<file path="src/pcs_pkg.sv">
// constants and types shared by the program-flow and pointer block
package pcs_pkg;

  // ----------------------------------------------------------------
  // widths
  // ----------------------------------------------------------------
  localparam int PC_W     = 13;
  localparam int TGT_W    = 11;
  localparam int LATCH_W  = 5;
  localparam int FP_W     = 8;
  localparam int DIR_W    = 7;
  localparam int MADDR_W  = 9;
  localparam int STK_N    = 8;
  localparam int STK_PW   = 3;
  localparam int WB_AW    = 5;

  // ----------------------------------------------------------------
  // register map, byte offsets on the bus
  // ----------------------------------------------------------------
  localparam logic [2:0] IDX_PC_LOW  = 3'h0; // byte 0x00
  localparam logic [2:0] IDX_LATCH   = 3'h1; // byte 0x04
  localparam logic [2:0] IDX_FP      = 3'h2; // byte 0x08
  localparam logic [2:0] IDX_BANK    = 3'h3; // byte 0x0C

  // field positions in the bank control byte
  localparam int BANK_IND_POS = 7; // indirect bank bit
  localparam int BANK_DIR_HI  = 6; // direct bank select, bits 6:5
  localparam int BANK_DIR_LO  = 5;

  // paging: the top latch bit takes part in call and goto targets only if this is set
  localparam logic PAGE_HI_EN = 1'b0;

  // ----------------------------------------------------------------
  // reset values and fixed addresses
  // ----------------------------------------------------------------
  localparam logic [PC_W-1:0]    PC_RST      = 13'h0000;
  localparam logic [LATCH_W-1:0] LATCH_RST   = 5'h00;
  localparam logic [FP_W-1:0]    FP_RST      = 8'h00;
  localparam logic [2:0]         BANK_RST    = 3'h0;
  localparam logic [STK_PW-1:0]  SP_RST      = 3'h0;
  localparam logic [PC_W-1:0]    IRQ_VECTOR  = 13'h0004;
  localparam logic [DIR_W-1:0]   IND_PORT    = 7'h00;
  localparam logic [FP_W-1:0]    FP_SELF     = 8'h00;

  // ----------------------------------------------------------------
  // program-flow commands from the instruction decoder
  // ----------------------------------------------------------------
  typedef enum logic [2:0] {
    OP_NOP    = 3'h0,
    OP_STEP   = 3'h1,
    OP_CALL   = 3'h2,
    OP_GOTO   = 3'h3,
    OP_RET    = 3'h4,
    OP_RETLIT = 3'h5,
    OP_RETINT = 3'h6,
    OP_IRQ    = 3'h7
  } pcs_op_t;

endpackage

</file>
<file path="src/pcs_stk_if.sv">
// link between the program counter logic and the return stack
`timescale 1ns/100ps
`default_nettype none

interface pcs_stk_if;
  logic        push;
  logic        pop;
  logic [12:0] wdata;
  logic [12:0] top;

  modport ctl (output push, output pop, output wdata, input top);
  modport stk (input push, input pop, input wdata, output top);
endinterface

`default_nettype wire

</file>
<file path="src/pcs_stack.sv">
// eight-entry circular return-address stack
`timescale 1ns/100ps
`default_nettype none

module pcs_stack
  import pcs_pkg::*;
(
  input  wire logic  clk_i,
  input  wire logic  rst_i,
  pcs_stk_if.stk     stk
);

  // ----------------------------------------------------------------
  // storage and pointer
  // ----------------------------------------------------------------
  logic [PC_W-1:0]   mem [STK_N];
  logic [STK_PW-1:0] sp_q;
  logic [STK_PW-1:0] sp_d;
  logic              wr_en;
  logic [STK_PW-1:0] top_idx;

  // pointer is never visible outside; wraps at eight with no flag
  always_comb
  begin
    sp_d    = sp_q;
    wr_en   = 1'b0;
    top_idx = sp_q - 3'h1;
    if (stk.push)
    begin
      wr_en = 1'b1;
      sp_d  = sp_q + 3'h1;
    end
    else if (stk.pop)
    begin
      sp_d = sp_q - 3'h1;
    end
  end

  // entries need no reset: pops beyond the pushes return old data
  always_ff @(posedge clk_i)
  begin
    if (rst_i)
      sp_q <= SP_RST;
    else
      sp_q <= sp_d;
    if (wr_en)
      mem[sp_q] <= stk.wdata;
  end

  assign stk.top = mem[top_idx];

endmodule

`default_nettype wire

</file>
<file path="src/pcs_top.sv">
// program counter, paging, return stack and indirect pointer logic
`timescale 1ns/100ps
`default_nettype none

module pcs_top
  import pcs_pkg::*;
(
  input  wire logic                      clk_i,
  input  wire logic                      rst_i,
  // classic wishbone slave
  input  wire logic                      wb_cyc_i,
  input  wire logic                      wb_stb_i,
  input  wire logic                      wb_we_i,
  input  wire logic [pcs_pkg::WB_AW-1:0] wb_adr_i,
  input  wire logic [3:0]                wb_sel_i,
  input  wire logic [31:0]               wb_dat_i,
  output logic      [31:0]               wb_dat_o,
  output logic                           wb_ack_o,
  // instruction decoder side
  input  wire pcs_pkg::pcs_op_t          op_i,
  input  wire logic [pcs_pkg::TGT_W-1:0] target_i,
  input  wire logic [pcs_pkg::DIR_W-1:0] mem_addr_i,
  input  wire logic                      mem_rd_i,
  input  wire logic                      mem_wr_i,
  output logic      [pcs_pkg::PC_W-1:0]  pc_o,
  output logic   [pcs_pkg::MADDR_W-1:0]  mem_addr_o,
  output logic                           mem_rd_o,
  output logic                           mem_wr_o,
  output logic                           mem_rdzero_o
);

  import pcs_pkg::*;

  // ----------------------------------------------------------------
  // declarations
  // ----------------------------------------------------------------
  pcs_stk_if stk_if ();

  logic [PC_W-1:0]    pc_q,    pc_d;
  logic [LATCH_W-1:0] latch_q, latch_d;
  logic [FP_W-1:0]    fp_q,    fp_d;
  logic [2:0]         bank_q,  bank_d;
  logic               ack_q,   ack_d;
  logic [31:0]        rdat_q,  rdat_d;
  logic [MADDR_W-1:0] maddr_q, maddr_d;
  logic               mrd_q,   mrd_d;
  logic               mwr_q,   mwr_d;
  logic               mzero_q, mzero_d;

  logic               bus_req;
  logic               bus_wr;
  logic [2:0]         bus_idx;
  logic               pcl_wr;
  logic               latch_wr;
  logic [PC_W-1:0]    pc_inc;
  logic [PC_W-1:0]    call_tgt;
  logic               is_ind;
  logic               self_ptr;

  // ----------------------------------------------------------------
  // return stack
  // ----------------------------------------------------------------
  pcs_stack u_stack (
    .clk_i (clk_i),
    .rst_i (rst_i),
    .stk   (stk_if)
  );

  // ----------------------------------------------------------------
  // bus decode
  // ----------------------------------------------------------------
  // request taken once; ack blocks the second sample of a held strobe
  assign bus_req  = wb_cyc_i & wb_stb_i & ~ack_q;
  assign bus_wr   = bus_req & wb_we_i & wb_sel_i[0];
  assign bus_idx  = wb_adr_i[4:2];
  assign pcl_wr   = bus_wr & (bus_idx == IDX_PC_LOW);
  assign latch_wr = bus_wr & (bus_idx == IDX_LATCH);

  // ----------------------------------------------------------------
  // program counter and stack control
  // ----------------------------------------------------------------
  assign pc_inc   = pc_q + 13'h0001;
  // page bits on top of the opcode field; bit 4 masked out
  assign call_tgt = {latch_q[4] & PAGE_HI_EN,
                     latch_q[3], target_i};

  // a bus write of the low byte wins over any decoder command
  always_comb
  begin
    pc_d             = pc_q;
    stk_if.push      = 1'b0;
    stk_if.pop       = 1'b0;
    stk_if.wdata     = pc_inc;
    if (pcl_wr)
      pc_d = {latch_q, wb_dat_i[7:0]};
    else
    begin
      case (op_i)
        OP_STEP: pc_d = pc_inc;
        OP_GOTO: pc_d = call_tgt;
        OP_CALL:
        begin
          stk_if.push  = 1'b1;
          stk_if.wdata = pc_inc;
          pc_d         = call_tgt;
        end
        OP_IRQ:
        begin
          // the interrupted instruction is resumed, so save it as is
          stk_if.push  = 1'b1;
          stk_if.wdata = pc_q;
          pc_d         = IRQ_VECTOR;
        end
        OP_RET, OP_RETLIT, OP_RETINT:
        begin
          stk_if.pop = 1'b1;
          pc_d       = stk_if.top;
        end
        default: pc_d = pc_q;
      endcase
    end
  end

  always_ff @(posedge clk_i)
  begin
    if (rst_i)
      pc_q <= PC_RST;
    else
      pc_q <= pc_d;
  end

  // ----------------------------------------------------------------
  // software registers and bus answer
  // ----------------------------------------------------------------
  // stack traffic has no path into the latch
  always_comb
  begin
    latch_d = latch_q;
    fp_d    = fp_q;
    bank_d  = bank_q;
    ack_d   = bus_req;
    rdat_d  = rdat_q;
    if (latch_wr)
      latch_d = wb_dat_i[4:0];
    if (bus_wr && bus_idx == IDX_FP)
      fp_d = wb_dat_i[7:0];
    if (bus_wr && bus_idx == IDX_BANK)
      bank_d = wb_dat_i[7:5];
    if (bus_req)
    begin
      // the upper counter bits have no read path at all
      case (bus_idx)
        IDX_PC_LOW: rdat_d = {24'h000000, pc_q[7:0]};
        IDX_LATCH:  rdat_d = {27'h0000000, latch_q};
        IDX_FP:     rdat_d = {24'h000000, fp_q};
        IDX_BANK:   rdat_d = {24'h000000, bank_q, 5'h00};
        default:    rdat_d = 32'h00000000;
      endcase
    end
  end

  always_ff @(posedge clk_i)
  begin
    if (rst_i)
    begin
      latch_q <= LATCH_RST;
      fp_q    <= FP_RST;
      bank_q  <= BANK_RST;
      ack_q   <= 1'b0;
      rdat_q  <= 32'h00000000;
    end
    else
    begin
      latch_q <= latch_d;
      fp_q    <= fp_d;
      bank_q  <= bank_d;
      ack_q   <= ack_d;
      rdat_q  <= rdat_d;
    end
  end

  // ----------------------------------------------------------------
  // data address formation
  // ----------------------------------------------------------------
  assign is_ind   = (mem_addr_i == IND_PORT);
  assign self_ptr = is_ind & (fp_q == FP_SELF);

  // the port holds nothing; a self pointer reads zero, writes nothing
  always_comb
  begin
    if (is_ind)
      maddr_d = {bank_q[2], fp_q};
    else
      maddr_d = {bank_q[1:0], mem_addr_i};
    mzero_d = mem_rd_i & self_ptr;
    mrd_d   = mem_rd_i & ~self_ptr;
    mwr_d   = mem_wr_i & ~self_ptr;
  end

  always_ff @(posedge clk_i)
  begin
    if (rst_i)
    begin
      maddr_q <= 9'h000;
      mrd_q   <= 1'b0;
      mwr_q   <= 1'b0;
      mzero_q <= 1'b0;
    end
    else
    begin
      maddr_q <= maddr_d;
      mrd_q   <= mrd_d;
      mwr_q   <= mwr_d;
      mzero_q <= mzero_d;
    end
  end

  // ----------------------------------------------------------------
  // outputs
  // ----------------------------------------------------------------
  assign pc_o         = pc_q;
  assign wb_ack_o     = ack_q;
  assign wb_dat_o     = rdat_q;
  assign mem_addr_o   = maddr_q;
  assign mem_rd_o     = mrd_q;
  assign mem_wr_o     = mwr_q;
  assign mem_rdzero_o = mzero_q;

  logic is_call;
  logic is_ret;
  assign is_call = (op_i == OP_CALL) & ~pcl_wr;
  assign is_ret  = (op_i == OP_RET || op_i == OP_RETLIT ||
                    op_i == OP_RETINT) & ~pcl_wr;
endmodule

`default_nettype wire

</file>
<file path="config.mk">
export PLATFORM = sky130hd
export DESIGN_NAME = pcs_top
export DESIGN_NICKNAME = d
export VERILOG_FILES = /design/src/pcs_pkg.sv /design/src/pcs_stk_if.sv /design/src/pcs_stack.sv /design/src/pcs_top.sv
export SDC_FILE = /design/constraint.sdc
export NUM_CORES = 1
export LEC_CHECK = 0
export BUFFER_PORTS_ARGS = -buffer_cell sky130_fd_sc_hd__buf_2
export CAP_MARGIN = 20
export CORE_ASPECT_RATIO = 2
export CORE_MARGIN = 4
export CORE_UTILIZATION = 45
export DETAILED_ROUTE_END_ITERATION = 8
export PLACE_DENSITY = 0.66
export RECOVER_POWER = 100
export SYNTH_ARGS = -nofsm -noshare
export SYNTH_HDL_FRONTEND = slang
export SYNTH_SLANG_ARGS = --single-unit
</file>
<file path="constraint.sdc">
create_clock -name clk_i -period 3.28 [get_ports clk_i]
set_input_delay 0.492 -clock clk_i [delete_from_list [all_inputs] [get_ports clk_i]]
set_output_delay 0.492 -clock clk_i [all_outputs]
set_load 0.01 [all_outputs]
</file>
[Word-level counts from Yosys, hierarchy flattened]
Memory sizes are Yosys's and may differ from the RTL's.
Index checks and enable logic that the tools add are counted.
Operators by class
  add/subtract/negate cells: 3
  multiply operators: 0
  div/mod/pow operators: 0
  magnitude comparators: 0
  eq/ne operators: 10
  shifts and indexed selects: 0
  muxes and demuxes: 15
  bitwise gates (word level): 12
  reduce and logical (&&, ||, !) cells: 10
Operators with widths (count)
  13-bit one-hot mux with 4 select lines: 1
  13-bit two-way mux: 3
  8-bit one-hot mux with 4 select lines: 1
  13-bit by 1-bit adder with 13-bit output (second input constant): 1
  3-bit by 2-bit equality test with 1-bit output (second input constant): 4
  3-bit equality test (second input constant): 4
  1-bit AND: 10
  9-bit two-way mux: 1
  8-bit logical NOT: 1
  7-bit logical NOT: 1
  1-bit two-way mux: 7
  3-bit by 1-bit equality test with 1-bit output (second input constant): 2
  3-bit two-way mux: 2
  5-bit nonzero test: 1
  2-bit OR reduction: 2
  3-bit by 1-bit adder with 3-bit output (second input constant): 1
  3-bit logical NOT: 1
  3-bit OR reduction: 1
  3-bit by 1-bit subtractor with 3-bit output (second input constant): 1
  1-bit logical AND: 2
  1-bit inverter: 2
  2-bit nonzero test: 1
Storage, ports and cells
  bits in registers: 77
  bits in latches: 0
  bits in writable memories: 104
  memory bits (read-only): 0
  bits of input ports: 69
  logic and storage cells: 62
  memories kept: 1
Memory list
  u_stack.mem: words 8, width 13, rd ports 1, clocked after memory_dff 0, write ports 1, line pcs_stack.sv:16  | logic [PC_W-1:0] mem [STK_N];

[Depth between registers and ports, before layout]
  depth after elaboration: 9
  gate-level depth with buffers: 11
  gate-level depth less buffers: 6

[Modules after synthesis]
Synthesis repeated with hierarchy kept, for this count alone.
Unflattened totals
  cells, all modules: 644
  area total of the unflattened synthesis: 7323.3 µm²
Modules (own cells, without submodules)
  pcs_stack: times used 1, cells each 271, area an instance 4346.7 µm², sequential area each 3183.1 µm²
  pcs_top: times used 1, cells each 373, area an instance 2976.6 µm², sequential area each 1001.0 µm²

[Least setup slack after synthesis]
No wires, ideal clock.
  kind: reg-to-reg
  from: reg u_stack.sp_q[0]
  to: mem u_stack.mem[1][0], enable pin
  setup time: 0.400 ns
  data arrival time: 2.350 ns
  data required time: 2.880 ns
  setup slack: 0.531 ns
  cell stages (with the launch flop): 7
  period minus slack after synthesis: 2.749 ns
  path through: dfxtp_1 buf_6 buf_6 buf_4 inv_1 or3_1 nor3_1
RTL lines
  start: declaration: line pcs_stack.sv:17  | logic [STK_PW-1:0] sp_q;
  start signal: assignment: line pcs_stack.sv:45  | sp_q <= sp_d;
  end: declaration: line pcs_stack.sv:16
Straight into the memory's write port.

[Worst setup path after layout]
  from: in wb_adr_i[3] (netlist name)
  to: mem u_stack.mem[7][6], enable pin
Between the ends
  word-level cells in the longest chain between the ends: 6
Ends and longest elaborated chain
  start: declaration: line pcs_top.sv:14  | input wire logic [pcs_pkg::WB_AW-1:0] wb_adr_i,
  3-bit logical NOT: line pcs_top.sv:76  | assign pcl_wr = bus_wr & (bus_idx == IDX_PC_LOW);
  1-bit AND: line pcs_top.sv:76
  1-bit two-way mux: line pcs_top.sv:94  | if (pcl_wr)
  1-bit two-way mux: line pcs_stack.sv:28  | if (stk.push)
  1-bit two-way mux: line pcs_stack.sv:46  | if (wr_en)
  1-bit two-way mux (implied by the code): line pcs_stack.sv:47  | mem[sp_q] <= stk.wdata;
Every way passes these cells.

==> results.md <==
- Detailed Route WL: 18.1 mm
- Worst reg-to-reg setup slack: 0.57 ns
- Routed wl met2: roughly 10 mm
- Final ANT Viol Nets: 0
- Per-cell routed wire length: approximately 21 um
- Final setup fails: 0
- Worst EP required: around 3.4 ns
- Final Hold Violating Endpoints: 0
- Post-CTS sizing: 0
- FMAX: between 300 and 400 MHz
- Post-synth ARST share: 0
- Prevailing post-synth register cell: edfxtp_1
- Met3 Wirelength: roughly 640 um
- Rows: 65
- TritonCTS Buffers: 17
- DRT met1 WL: about 6.3 mm
- Final period utilization: 0.860
- Post-CTS Hold Buffers: 0
- Htree depth: 4
- First-pass GRT wire length: around 28 mm
- Worst-Margin Slew: approximately 1.4 ns
- Largest net degree at the start of global routing: 54
- Syn-to-layout area delta: 12.5%
- Clock Tree Buf Depth: 2
- Max-Cap Viols: 0
- Count of input and output buffers: 73
- Sinks on Clock Net: about 160
- Die width: slightly below 100 um
- Later-pin clock latency in the skew report: 0.42 ns
- Starting DRC count in detailed routing: 330
- Initial Util: 0.457
- Vias in the first global route: between 4,000 and 5,000
- Total track usage: 0.201
- Clock-pin slew on the worst setup and hold paths: 0.06 ns
- CTS tree: built
- I/O pin cnt: roughly 130
- Layout cells sized above 1: 0.181
- Fin Setup TNS: 0 ns
- Initial antenna violation count: 0
- Power per cell area: approximately 580 mW/mm2
- Status: complete, no violations
- Drt drc: 0
- Lkg Pwr: approximately 0.0028 uW
- Final Max Tran Viols: 0
- Overflow left after global routing: 0
- Post-DP HPWL: between 10 and 15 mm
- Synth warn: 0
- Max-slew headroom: 0.0553
- RePlAce Congestion: roughly 0.95
- Sw power: between 1000 and 1500 uW
- Pre-antenna DRT Iters: 6
- Critical Path End Type: register
- Die Area: 0.0182 mm2
- Worst vdd ir: roughly 0.27 mV
- Synthesized netlist cell count: around 560
- Root buf cell: clkbuf_16
- Hold Path Class: in2reg
- Period minus WS final: around 2.8 ns
- Crit path DAT: ~2.9 ns
- Switching Fraction: 0.267
- Via count: 4,870
- Post-synthesis sequential area ratio: 0.581
- Clock power share: 0.383
- Antenna Cells: 0
- Flop pwr share: 0.487
- Die Y: 187 um
- Mapped cell area: between 0.007 and 0.008 mm2
- Highest metal used: met4
- Max Clock Skew: slightly below 0.007 ns
- RSZ-0062 raised after global routing: no
- Crit Path Class: in2reg
- EDFF count, synth: 104
- Startpoint Class: primary input
- Crit Path Max Fanout: 15
- Net count reported at finish: 705
- Syn avg cell area: 12.8 um2
- Int Power: roughly 3400 uW
- Core ar.: roughly 0.016 mm2
- Vias per inst: about 5.7
- Setup repair bufs after CTS: 0
- Synth Register Bits: between 150 and 200
- Fin util: 0.514
- Synth cell types: 57
- Gate power share: 0.130
## state kept, by name, summed over array words and instances (netlist names)
register	count
wb_ack_o	1
wb_dat_o	8
u_stack.mem	104
bank_q	3
fp_q	8
mem_addr_o	9
pc_o	13
latch_q	5
mem_wr_o	1
mem_rdzero_o	1
mem_rd_o	1
u_stack.sp_q	3
## synthesized netlist by cell type, drive strengths merged, types with 8 or more instances
library cell	instances	area [um2]
nor2	54	203
nand2	21	78.8
xnor2	12	105
dfxtp	53	1060
mux4	26	586
a22oi	15	113
nor3	17	90.1
buf	46	319
edfxtp	104	3120
inv	13	48.8
clkbuf	21	78.8
nor4	10	83.8
mux2i	31	310
a21oi	16	80.1
o21ai	14	70.1
nand4	8	50.1
## path summary, 6_finish.rpt
path,endpoint,cells past startpoint,from
max,u_stack.mem[7][6],7,wb_adr_i[3]
max reg2reg,latch_q[3],5,wb_ack_o
min reg2reg,wb_dat_o[0],2,wb_dat_o[0]
min,mem_addr_o[5],3,mem_addr_i[5]
## layout by cell type, fill, tap and decap left out, types with 4 or more instances in the layout
master     synthesis  final
a211oi_1           5      5
a21oi_1           16     16
a221oi_1           6      6
a22oi_1           15     15
a311oi_1           4      4
and3_1             7      7
buf_2             12     40
buf_4             25     10
clkbuf_1          21     41
clkbuf_16          0     17
clkbuf_2           0      4
conb_1             1     24
dfxtp_1           53     52
edfxtp_1         104    104
inv_1             13     13
inv_6              0      5
mux2i_1           31     31
mux4_2            26     26
nand2_1           21     21
nand2b_1           5      5
nand3_1            7      7
nand4_1            8      8
nor2_1            54     54
nor2b_1            4      4
nor3_1            16     16
nor3b_1            4      4
nor4_1             8     10
o21ai_0           14     14
o2bb2ai_1          5      5
o31a_1             4      4
o31ai_1            4      4
or3_1              4      4
xnor2_1           12     12
xor2_1             6      6
## power groups by stage
stage	registers (uW)	logic, uW	clock network [uW]
final	2290	610	1800
after global routing	2290	667	1920
after CTS	2280	632	1830
after detailed placement	2330	631	0
after global placement	2320	614	0
after floorplan	2290	478	0
## through the flow
| stage | instances | setup WS, ns | hold WS (ns) | cell area (um2) | total power [uW] |
|---|---|---|---|---|---|
| 2_1_floorplan | 586 | 0.531 | 0.462 | 7290 | 2770 |
| 3_3_place_gp | 815 | 0.721 | 0.487 | 7680 | 2940 |
| 3_5_place_dp | 815 | 0.619 | 0.503 | 7680 | 2960 |
| 4_1_cts | 847 | 0.661 | 0.292 | 8220 | 4750 |
| 5_1_grt | 847 | 0.327 | 0.309 | 8100 | 4880 |
| 6_report | 847 | 0.460 | 0.303 | 8100 | 4700 |
## routing by layer
metal | vias up | track usage
li1 | 2240 | -
met5 | - | 0
met4 | 0 | 0.133
met2 | 169 | 0.378
met3 | 53 | 0.0310
met1 | 2408 | 0.199
## layout make-up
cell class                      count  area (um2)
Clock buffer                       17         425
Clock inverter                     15         110
Fill cell                        1358        7670
Inverter                           13        48.8
Multi-Input combinational cell    349        2630
Sequential cell                   157        4190
Tap cell                          201         251
Timing Repair Buffer               95         449
## cell families (layout without fill, tap and decap cells)
group | Yosys count | in the layout | share of synthesized area
and+or+nand+nor | 149 | 149 | 0.106
AOI/OAI and AO/OA | 96 | 96 | 0.0961
adders and majority gates | 3 | 3 | 0.00521
buffers and inverters | 80 | 140 | 0.0620
DFF | 157 | 157 | 0.581
xor gates and xnor gates | 18 | 18 | 0.0219
other | 1 | 24 | 0.000521
muxes | 59 | 59 | 0.127
## critical path, cell delays in order
cell and delay (ns):
clkbuf_1 0.64, or2_0 0.48, nor3_2 0.06, clkbuf_2 0.24, or3_1 0.45, nor2_1 0.12, clkbuf_2 0.39
(Power assumes the default switching activity.)
